[src/verilog/bias_regs_pkg.sv]
// Purpose: Shared constants and types of the bias supply register block.
// Assumes: Registers are eight bits wide and reached by an 8-bit index.
// Notes: Offsets are the serial register indices, not byte addresses.
package bias_regs_pkg;

    // ==================================================================
    // Register indices
    localparam logic [7:0] APPLICATION_CONFIG_ADDR = 8'h03;
    localparam logic [7:0] CTRL_ADDR = 8'h04;
    localparam logic [7:0] KEY_ADDR = 8'h21;

    // ==================================================================
    // Fields, key and reset values
    localparam int LIMIT_BIT = 4;
    localparam logic LIMIT_RST = 1'b0;
    localparam logic UNLOCK_RST = 1'b0;
    localparam logic [7:0] UNLOCK_KEY = 8'h4C;
    localparam logic [7:0] KEY_RD_OPEN = 8'h01;
    localparam logic [7:0] KEY_RD_SHUT = 8'h00;
    localparam logic [7:0] APPLICATION_CONFIG_LOCK_MASK = 8'h1C;
    localparam logic [7:0] UNMAPPED_RD = 8'h00;
    localparam logic [3:0] BITS_PER_BYTE = 4'h8;

    // ==================================================================
    // Types
    typedef struct packed {
        logic valid;
        logic [7:0] addr;
        logic [7:0] data;
    } reg_write_t;

    typedef enum logic [3:0] {
        ST_IDLE,
        ST_ADDR,
        ST_ADDR_ACK,
        ST_REG,
        ST_REG_ACK,
        ST_WDATA,
        ST_WDATA_ACK,
        ST_RDATA,
        ST_MASTER_ACK
    } serial_state_t;

endpackage

[src/verilog/pin_sync3.sv]
// Purpose: Three-flop synchroniser with agreement filter for pin inputs.
// Assumes: Inputs are asynchronous to clk_i.
// Notes: The output follows only when the second and third flops agree.
`timescale 1ns/1ns
module pin_sync3 #(
    parameter int WIDTH = 2
) (
    input wire logic clk_i,
    input wire logic rst_i,
    input wire logic [WIDTH-1:0] d_i,
    output logic [WIDTH-1:0] q_o
);

    // ==================================================================
    // Per-bit chain
    genvar g;
    generate
        for (g = 0; g < WIDTH; g = g + 1) begin : g_bit
            logic meta_ff;
            logic mid_ff;
            logic late_ff;
            logic out_ff;
            // Idle serial lines are high, so the chain resets high.
            always_ff @(posedge clk_i) begin
                if (rst_i) begin
                    meta_ff <= 1'b1;
                    mid_ff <= 1'b1;
                    late_ff <= 1'b1;
                    out_ff <= 1'b1;
                end else begin
                    meta_ff <= d_i[g];
                    mid_ff <= meta_ff;
                    late_ff <= mid_ff;
                    if (mid_ff == late_ff) begin
                        out_ff <= late_ff;
                    end
                end
            end
            assign q_o[g] = out_ff;
        end
    endgenerate

endmodule

[src/verilog/control_and_write_lock_regs.sv]
// Purpose: Serial-bus slave holding the control and write-unlock registers.
// Assumes: SCL below about 1 MHz so each bus phase spans many clk_i cycles.
// Notes: The application register lives outside; writes to it leave here
// as a pulse with the protected bits already gated.
// Contract
// - Control bit 4 picks regulator limit; reset 0 is 370mA, 1 is 270mA.
// - Control bits 1:0 hold a read-only maker code that writes never alter.
// - Writing key 4CH unlocks application bits 4:2; key then reads 01H.
// - Writing any other value locks application bits 4:2; key reads 00H.
// - After reset the key register reads 00H, so protected bits stay locked.
// - Registers use an 8-bit index that steps by one per written byte and per read byte that the host ACKs.
`timescale 1ns/1ns
module control_and_write_lock_regs #(
    parameter logic [6:0] DEV_ADDR = 7'h3E,
    // The maker code value is arbitrary.
    parameter logic [1:0] VENDOR_ID = 2'h2
) (
    input wire logic clk_i,
    input wire logic rst_i,
    input wire logic scl_i,
    input wire logic sda_i,
    input wire logic [7:0] app_cfg_i,
    output logic sda_o,
    output logic sda_oe_n_o,
    output logic regulator_limit_select_o,
    output logic write_unlocked_o,
    output logic app_wr_o,
    output logic [7:0] app_wdata_o
);

    // ==================================================================
    // Pin synchronisation and bus events
    logic [1:0] pins;
    logic scl;
    logic sda;
    logic scl_prev_ff;
    logic sda_prev_ff;
    logic scl_rise;
    logic scl_fall;
    logic bus_start;
    logic bus_stop;

    pin_sync3 #(
        .WIDTH(2)
    ) u_sync (
        .clk_i(clk_i),
        .rst_i(rst_i),
        .d_i({scl_i, sda_i}),
        .q_o(pins)
    );
    assign scl = pins[1];
    assign sda = pins[0];
    always_ff @(posedge clk_i) begin
        if (rst_i) begin
            scl_prev_ff <= 1'b1;
            sda_prev_ff <= 1'b1;
        end else begin
            scl_prev_ff <= scl;
            sda_prev_ff <= sda;
        end
    end

    assign scl_rise = scl & ~scl_prev_ff;
    assign scl_fall = ~scl & scl_prev_ff;
    assign bus_start = scl & scl_prev_ff & sda_prev_ff & ~sda;
    assign bus_stop = scl & scl_prev_ff & ~sda_prev_ff & sda;

    // ==================================================================
    // Register state and read mux
    logic limit_ff;
    logic unlocked_ff;
    logic [7:0] ctrl_rd;
    logic [7:0] key_rd;
    logic [7:0] rd_data;
    logic [7:0] ptr_ff;
    bias_regs_pkg::reg_write_t wr_ff;
    assign ctrl_rd = {3'h0, limit_ff, 2'h0, VENDOR_ID};
    assign key_rd = unlocked_ff ? bias_regs_pkg::KEY_RD_OPEN
                                : bias_regs_pkg::KEY_RD_SHUT;
    always_comb begin
        case (ptr_ff)
            bias_regs_pkg::CTRL_ADDR: rd_data = ctrl_rd;
            bias_regs_pkg::KEY_ADDR: rd_data = key_rd;
            bias_regs_pkg::APPLICATION_CONFIG_ADDR: rd_data = app_cfg_i;
            default: rd_data = bias_regs_pkg::UNMAPPED_RD;
        endcase
    end

    // ==================================================================
    // Serial slave state machine
    bias_regs_pkg::serial_state_t state_ff;
    logic [3:0] bit_cnt_ff;
    logic [7:0] rx_ff;
    logic [7:0] tx_ff;
    logic rw_ff;
    logic mack_ff;
    logic oe_n_ff;
    logic byte_done;
    assign byte_done = bit_cnt_ff == bias_regs_pkg::BITS_PER_BYTE;
    always_ff @(posedge clk_i) begin
        if (rst_i) begin
            state_ff <= bias_regs_pkg::ST_IDLE;
            bit_cnt_ff <= 4'h0;
            rx_ff <= 8'h00;
            tx_ff <= 8'h00;
            ptr_ff <= 8'h00;
            rw_ff <= 1'b0;
            mack_ff <= 1'b0;
            oe_n_ff <= 1'b1;
            wr_ff <= '0;
        end else begin
            wr_ff.valid <= 1'b0;
            if (bus_start) begin
                state_ff <= bias_regs_pkg::ST_ADDR;
                bit_cnt_ff <= 4'h0;
                oe_n_ff <= 1'b1;
            end else if (bus_stop) begin
                state_ff <= bias_regs_pkg::ST_IDLE;
                oe_n_ff <= 1'b1;
            end else if (scl_rise) begin
                if (state_ff == bias_regs_pkg::ST_ADDR ||
                    state_ff == bias_regs_pkg::ST_REG ||
                    state_ff == bias_regs_pkg::ST_WDATA) begin
                    rx_ff <= {rx_ff[6:0], sda};
                    bit_cnt_ff <= bit_cnt_ff + 4'h1;
                end else if (state_ff == bias_regs_pkg::ST_MASTER_ACK) begin
                    // Stepping here lets the fall load the next byte.
                    mack_ff <= ~sda;
                    if (!sda) begin
                        ptr_ff <= ptr_ff + 8'h01;
                    end
                end
            end else if (scl_fall) begin
                unique case (state_ff)
                    bias_regs_pkg::ST_IDLE: begin
                        oe_n_ff <= 1'b1;
                    end
                    bias_regs_pkg::ST_ADDR: begin
                        if (byte_done) begin
                            if (rx_ff[7:1] == DEV_ADDR) begin
                                oe_n_ff <= 1'b0;
                                rw_ff <= rx_ff[0];
                                state_ff <= bias_regs_pkg::ST_ADDR_ACK;
                            end else begin
                                state_ff <= bias_regs_pkg::ST_IDLE;
                            end
                        end
                    end
                    bias_regs_pkg::ST_ADDR_ACK: begin
                        bit_cnt_ff <= 4'h0;
                        if (rw_ff) begin
                            oe_n_ff <= rd_data[7];
                            tx_ff <= {rd_data[6:0], 1'b0};
                            bit_cnt_ff <= 4'h1;
                            state_ff <= bias_regs_pkg::ST_RDATA;
                        end else begin
                            oe_n_ff <= 1'b1;
                            state_ff <= bias_regs_pkg::ST_REG;
                        end
                    end
                    bias_regs_pkg::ST_REG: begin
                        if (byte_done) begin
                            oe_n_ff <= 1'b0;
                            ptr_ff <= rx_ff;
                            state_ff <= bias_regs_pkg::ST_REG_ACK;
                        end
                    end
                    bias_regs_pkg::ST_REG_ACK,
                    bias_regs_pkg::ST_WDATA_ACK: begin
                        oe_n_ff <= 1'b1;
                        bit_cnt_ff <= 4'h0;
                        state_ff <= bias_regs_pkg::ST_WDATA;
                    end
                    bias_regs_pkg::ST_WDATA: begin
                        if (byte_done) begin
                            oe_n_ff <= 1'b0;
                            wr_ff <= {1'b1, ptr_ff, rx_ff};
                            ptr_ff <= ptr_ff + 8'h01;
                            state_ff <= bias_regs_pkg::ST_WDATA_ACK;
                        end
                    end
                    bias_regs_pkg::ST_RDATA: begin
                        if (byte_done) begin
                            oe_n_ff <= 1'b1;
                            state_ff <= bias_regs_pkg::ST_MASTER_ACK;
                        end else begin
                            oe_n_ff <= tx_ff[7];
                            tx_ff <= {tx_ff[6:0], 1'b0};
                            bit_cnt_ff <= bit_cnt_ff + 4'h1;
                        end
                    end
                    bias_regs_pkg::ST_MASTER_ACK: begin
                        if (mack_ff) begin
                            oe_n_ff <= rd_data[7];
                            tx_ff <= {rd_data[6:0], 1'b0};
                            bit_cnt_ff <= 4'h1;
                            state_ff <= bias_regs_pkg::ST_RDATA;
                        end else begin
                            state_ff <= bias_regs_pkg::ST_IDLE;
                        end
                    end
                endcase
            end
        end
    end

    // ==================================================================
    // Register writes
    always_ff @(posedge clk_i) begin
        if (rst_i) begin
            limit_ff <= bias_regs_pkg::LIMIT_RST;
        end else if (wr_ff.valid &&
                     wr_ff.addr == bias_regs_pkg::CTRL_ADDR) begin
            // Only the limit bit is storage; the rest is fixed.
            limit_ff <= wr_ff.data[bias_regs_pkg::LIMIT_BIT];
        end
    end
    always_ff @(posedge clk_i) begin
        if (rst_i) begin
            unlocked_ff <= bias_regs_pkg::UNLOCK_RST;
        end else if (wr_ff.valid &&
                     wr_ff.addr == bias_regs_pkg::KEY_ADDR) begin
            unlocked_ff <= wr_ff.data == bias_regs_pkg::UNLOCK_KEY;
        end
    end
    // While locked, the protected bits are written back unchanged, so a
    // host that skips the key cannot toggle either output enable.
    always_ff @(posedge clk_i) begin
        if (rst_i) begin
            app_wr_o <= 1'b0;
            app_wdata_o <= 8'h00;
        end else begin
            app_wr_o <= wr_ff.valid &&
                        wr_ff.addr == bias_regs_pkg::APPLICATION_CONFIG_ADDR;
            if (wr_ff.valid && wr_ff.addr == bias_regs_pkg::APPLICATION_CONFIG_ADDR) begin
                app_wdata_o <= unlocked_ff ? wr_ff.data :
                    (wr_ff.data & ~bias_regs_pkg::APPLICATION_CONFIG_LOCK_MASK) |
                    (app_cfg_i & bias_regs_pkg::APPLICATION_CONFIG_LOCK_MASK);
            end
        end
    end
    // Open drain: the level is always low, only the enable moves.
    always_ff @(posedge clk_i) begin
        sda_o <= 1'b0;
    end
    assign sda_oe_n_o = oe_n_ff;
    assign regulator_limit_select_o = limit_ff;
    assign write_unlocked_o = unlocked_ff;
endmodule

[config.mk]
export PLATFORM = sky130hd
export DESIGN_NAME = control_and_write_lock_regs
export DESIGN_NICKNAME = d
export VERILOG_FILES = /design/src/verilog/bias_regs_pkg.sv /design/src/verilog/pin_sync3.sv /design/src/verilog/control_and_write_lock_regs.sv
export SDC_FILE = /design/constraint.sdc
export NUM_CORES = 1
export LEC_CHECK = 0
export ABC_CLOCK_PERIOD_IN_PS = 4200
export BUFFER_PORTS_ARGS = -buffer_cell sky130_fd_sc_hd__buf_2
export CELL_PAD_IN_SITES_DETAIL_PLACEMENT = 0
export CELL_PAD_IN_SITES_GLOBAL_PLACEMENT = 1
export CORE_UTILIZATION = 45
export DETAILED_ROUTE_END_ITERATION = 7
export PLACE_DENSITY = 0.86
export SLEW_MARGIN = 5
export SYNTH_ARGS = -nofsm -noshare
export SYNTH_HDL_FRONTEND = slang
export SYNTH_SLANG_ARGS = --single-unit
[constraint.sdc]
create_clock -name clk_i -period 4.2 [get_ports clk_i]
set_input_delay 0.42 -clock clk_i [delete_from_list [all_inputs] [get_ports clk_i]]
set_output_delay 0.42 -clock clk_i [all_outputs]
set_load 0.02 [all_outputs]
### Word-level counts from Yosys, hierarchy flattened

Cells that the tools add are included.

| cells by class | value |
|---|---|
| $add $sub $neg | 2 |
| equal/unequal tests | 41 |
| bitwise logic cells | 18 |
| order comparisons | 0 |
| shift-type cells | 0 |
| multiply operators | 0 |
| muxes and demuxes | 42 |
| reductions and logical operators | 29 |
| div/mod/pow operators | 0 |

Operators with widths:

| cell | count |
|---|---|
| $mux W8 | 11 |
| $pmux W8 S3 | 2 |
| $mux W4 | 9 |
| $pmux W4 S7 | 1 |
| $reduce_and A7 Y1 | 3 |
| $ne A2 B2 Y1 const B | 9 |
| $reduce_and A6 Y1 | 3 |
| $mux W17 | 1 |
| $eq A4 B3 Y1 const B | 4 |
| $eq A8 B2 Y1 const B | 2 |
| $eq A8 B3 Y1 const B | 2 |
| $eq A8 B6 Y1 const B | 2 |
| $ne A4 B4 Y1 const B | 4 |
| $pmux W4 S4 | 1 |
| $pmux W8 S2 | 1 |
| $mux W1 | 12 |
| $ne A3 B3 Y1 const B | 4 |
| $not A1 Y1 | 10 |
| $reduce_and A9 Y1 | 1 |
| $reduce_bool A3 Y1 | 3 |
| $reduce_bool A9 Y1 | 1 |
| $add A8 B1 Y8 const B | 1 |
| $eq A4 B2 Y1 const B | 2 |
| $eq A4 B4 Y1 const B | 2 |
| 24 further kinds | 41 |

| word-level totals | value |
|---|---|
| bits in read-only memories | 0 |
| memories | 0 |
| word-level logic and storage cells | 158 |
| bits in latches | 0 |
| output and inout port bits | 13 |
| bits in writable memories | 0 |
| input bits | 12 |
| bits in registers | 73 |

### Logic depth before layout (Yosys ltp)

| depth | value |
|---|---|
| word-level depth | 8 |
| gate-level depth with buffers | 9 |

### Cells and area by module

Synthesis repeated with hierarchy kept, for this count alone.

| second synthesis, totals | value |
|---|---|
| cell total of the unflattened synthesis | 418 |
| area total of the unflattened synthesis | 3,647.2 µm² |

Modules (own cells, without submodules):

| module | seq. area each (µm²) | cells each | area an instance (µm²) | instances |
|---|---|---|---|---|
| control_and_write_lock_regs | 1,281.2 | 396 | 3,402.0 | 1 |
| pin_sync3 | 160.2 | 22 | 245.2 | 1 |

### Least setup slack after synthesis

No wires, ideal clock.

| path | value |
|---|---|
| path kind | reg2reg |
| start | register bit_cnt_ff[0] |
| end | register ptr_ff[5] |
| library setup time | 80 ps |
| slack | 2,326 ps |
| arrival | 1,794 ps |
| required time | 4,120 ps |
| clock period less this slack | 1,874 ps |
| stages on the path, launching flop included | 9 |
| path buffers | 1 |
| cell sequence | dfxtp_1 -> inv_1 -> ha_1 -> nand3b_1 -> or4_4 -> a211oi_2 -> buf_6 -> a21oi_2 -> a211oi_2 |

| between the ends | value |
|---|---|
| longest elaborated chain between the ends | 3 |
| elaborated cells on any way between the ends | 4 |
| classes of those cells | eq/ne (3); reduce/logical (1) |

RTL lines:

| item | RTL line | text |
|---|---|---|
| start, declared | control_and_write_lock_regs.sv:92 | `logic [3:0] bit_cnt_ff;` |
| start signal, assigned | control_and_write_lock_regs.sv:125 | `bit_cnt_ff <= bit_cnt_ff + 4'h1;` |
| start signal, assigned | control_and_write_lock_regs.sv:189 | `bit_cnt_ff <= bit_cnt_ff + 4'h1;` |
| $eq A4 B4 Y1 * | control_and_write_lock_regs.sv:99 | `assign byte_done = bit_cnt_ff == bias_regs_pkg::BITS_PER_BYTE;` |
| $ne A3 B3 Y1 (no source line) | - |  |
| $reduce_and A9 Y1 (no source line) * | - |  |
| end signal, assigned | control_and_write_lock_regs.sv:130 | `ptr_ff <= ptr_ff + 8'h01;` |
| end signal, assigned | control_and_write_lock_regs.sv:164 | `ptr_ff <= rx_ff;` |
| end signal, assigned | control_and_write_lock_regs.sv:178 | `ptr_ff <= ptr_ff + 8'h01;` |
| end, declared | control_and_write_lock_regs.sv:75 | `logic [7:0] ptr_ff;` |

Every way passes the cells marked *; elsewhere a longest branch is shown, timed or not.
A chain may end at the register's enable or synchronous reset.

### Final worst setup path

| path | value |
|---|---|
| start | register state_ff[1] |
| end | register ptr_ff[2] |

| between the ends | value |
|---|---|
| longest elaborated chain between the ends | 5 |
| elaborated cells on any way between the ends | 15 |
| classes of those cells | eq/ne (8); mux (3); reduce/logical (4) |

RTL lines:

| item | RTL line | text |
|---|---|---|
| start, declared | control_and_write_lock_regs.sv:91 | `bias_regs_pkg::serial_state_t state_ff;` |
| start signal, assigned | control_and_write_lock_regs.sv:102 | `state_ff <= bias_regs_pkg::ST_IDLE;` |
| start signal, assigned | control_and_write_lock_regs.sv:114 | `state_ff <= bias_regs_pkg::ST_ADDR;` |
| start signal, assigned | control_and_write_lock_regs.sv:118 | `state_ff <= bias_regs_pkg::ST_IDLE;` |
| $eq A4 B1 Y1 / $eq A4 B2 Y1 (equally long branches) | control_and_write_lock_regs.sv:121, control_and_write_lock_regs.sv:122, control_and_write_lock_regs.sv:134 |  |
| $logic_or A1 B1 Y1 | control_and_write_lock_regs.sv:121 | `if (state_ff == bias_regs_pkg::ST_ADDR \|\|` |
| $logic_or A1 B1 Y1 | control_and_write_lock_regs.sv:122 | `state_ff == bias_regs_pkg::ST_REG \|\|` |
| $ne A2 B2 Y1 (no source line) | - |  |
| $reduce_and A9 Y1 (no source line) | - |  |

Several ways; a longest one is shown, not always the timed one. The select of a mux whose other input is x is not followed.

==> metrics.txt <==
run status=finished clean; Final min period=between 2 and 3 ns; average size of a mapped cell=8.50 um2; dpl ws=about 1.6 ns; CP max stage cell=nor2_1; PwrDens=between 300 and 400 nW/um2; DRC=0; Crit Path Max Fanout=19; Tcrit/Tclk final=between 60% and 70%; antenna violations before repair=0; placed cell area=3800 um2; final core area utilization=51.0%; post_cts resized=0; Mapped Nets=~450; Max Clock Freq=roughly 0.39 GHz; #FFs+latches synth=72; worst-margin pin slew=roughly 1.2 ns; largest net degree at the start of global routing=45; Clk pin slew, worst setup/hold paths=0.08 ns; CP Launch Type=flip-flop; CTS hold repair buffers=0; top post-synthesis cells by area=dfxtp_1, mux2i_1, nand2_1; final setup violation count=0; Post CTS Setup Buffer Count=0; RSZ-0062 raised after global routing=false; CP Class=flip-flop to flip-flop; worst hold-check path type=input pin to flip-flop; Syn Inst Count=around 430; DR vias=slightly above 3000; global route overflow=0; Worst Path Required=approximately 4.4 ns; layout cells sized above 1=between 10% and 20%; worst path cell trace=and4bb_2, nor2_1, mux2_2, nand2_1, a21oi_1; Die X=a little over 90 um; Post-DRT Antenna Nets=0; Maximum Capacitance Violations=0; Die Span Y=92.4 um; drt total wl=7960 um; CTS sink count=72; Worst EP arrival=2.79 ns; Detail Placement HPWL=5570 um; core area=a little under 8000 um2; number of synthesized flops with an enable pin=0; crit path buf inv count=0; clock root buffer master=clkbuf_8; DR iter-0 viols=around 160; Worst Skew=between 0.01 and 0.015 ns; GP Congestion=roughly 0.81; vias in the first global route=between 2000 and 3000; maximum VDD drop=around 0.0002 V; sequential area share after synthesis=roughly two fifths; GRT Util Overall=about a fifth; Largest stage delay, worst path=0.87 ns; CTS tree=yes; area grow syn2layout=8.12%; Pleak=approximately 1.5 nW; full die area=8550 um2; Worst setup EP type=flip-flop; CP top delay family=simple AND/OR/NAND/NOR gates; YS warnings=0; setup TNS=0 ns; reg2reg setup slack=1.61 ns; cell taking the most area after synthesis=dfxtp_1; Distinct cells, synth=66; FP Rows=32; Initial Util=47.1%; ys async rst share=0%; Synth Cell Area=3680 um2; Design Power=about 1.2 mW; antenna diode count=0; IO Port Bufs=23; Synth top area share=between 30% and 40%; CTS Buf Count=9; Worst Setup Slack, final=about 1.6 ns; Clock Latency Late Sink=approximately 0.34 ns; Layout Nets=462; routed len/inst=14.5 um; Final Hold Vio Count=0; Clock Path Buffers=2; slew margin rel.=approximately 23%; first-pass GRT wire length=around 13000 um; I/O Pins=25; Synth Flop Type=dfxtp_1; Slew Viols, Final=0; H-tree levels=3; Final Cell Area=around 4000 um2; Pre-antenna DRT Iters=4; DR vias/cell=approximately 5.5
-- cells by family after synthesis --
| kind of cell | synth area share, % |
|---|---|
| xor+xnor | 0.476 |
| compound gates | 19.4 |
| buf+inv | 4.66 |
| other cells | 0.102 |
| simple gates | 25.2 |
| mux | 8.02 |
| fa+ha+maj | 2.99 |
| flops | 39.2 |
-- per-layer routing --
metal | GRT usage [%] | up-vias | wire length, um
met5 | 0 | - | 0
li1 | - | 1558 | -
met4 | 6.90 | 0 | 93
met1 | 27.9 | 1398 | 3960
met2 | 30.2 | 49 | 3620
met3 | 3.53 | 11 | 292
-- per-stage QoR --
step / hold slack (ns) / std cells
after floorplan: 0.389 / 433
after global placement: 0.391 / 533
after detailed placement: 0.398 / 533
after CTS: 0.252 / 549
after global routing: 0.265 / 549
final: 0.267 / 549
-- path summary, 6_finish.rpt --
path                           start                      end  cells past startpoint
max reg2reg              state_ff[1]                ptr_ff[2]                      5
min reg2reg  u_sync.g_bit[1].meta_ff   u_sync.g_bit[1].mid_ff                      1
max                      state_ff[1]                ptr_ff[2]                      5
min                            sda_i  u_sync.g_bit[0].meta_ff                      2
-- cell usage in the layout, fill, tap and decap left out, types with 2 or more instances in the layout --
cell,count
nand2_1,50
and2_1,6
buf_2,23
inv_1,10
nor4bb_1,2
nand2b_1,7
nor3_1,12
a211oi_2,7
nand3b_1,3
nor2b_1,8
a32o_1,2
a31oi_1,3
a31o_2,2
dfxtp_1,72
a211oi_1,5
nor3b_1,3
nand4_1,2
nand3_1,9
clkinv_2,2
and3_1,6
or2_2,9
o21bai_1,3
a21oi_1,34
a22oi_1,6
nor4_1,4
a311oi_1,2
mux2_2,4
a211o_1,3
mux2i_1,25
nor2_1,46
o21ai_0,21
o211ai_1,2
o21ai_1,2
clkbuf_8,11
ha_1,8
-- worst register-to-register path, cell delays in order (launching register included) --
cell      delay [ns]
dfxtp_1         0.71
and4bb_2        0.33
nor2_1          0.87
mux2_2          0.42
nand2_1         0.06
a21oi_1         0.07
-- cell type report --
class | count | area (um2)
fill | 774 | 3830
multi-input combinational | 325 | 2070
sequential | 72 | 1440
clock buffer | 12 | 155
tap | 102 | 128
timing repair buffer | 24 | 123
inverter | 10 | 37.5
clock inverter | 4 | 27.5
-- flip-flops by register name, indices dropped and copies added, names as in the netlist, 2 cells and up --
register              cells
u_sync.g_bit.late_ff      2
app_wdata_o               8
state_ff                  4
bit_cnt_ff                4
rx_ff                     8
u_sync.g_bit.meta_ff      2
u_sync.g_bit.out_ff       2
u_sync.g_bit.mid_ff       2
ptr_ff                    8
tx_ff                     7
wr_ff                    17
-- Yosys cell counts (all sizes together) (7+ instances only) --
cell,number
inv,10
a211oi,12
or2,9
buf,8
a21oi,35
nor2,46
nand3,9
nor2b,8
clkbuf,18
dfxtp,72
nor3,13
ha,8
nand2b,7
mux2i,25
o21ai,23
nand2,51
-- power breakdown --
| part | internal (mW) | switching [mW] | total [mW] |
|---|---|---|---|
| registers | 0.685 | 0.00122 | 0.686 |
| logic | 0.00900 | 0.0171 | 0.0261 |
| clock network | 0.248 | 0.251 | 0.499 |
(Power assumes the default switching activity.)
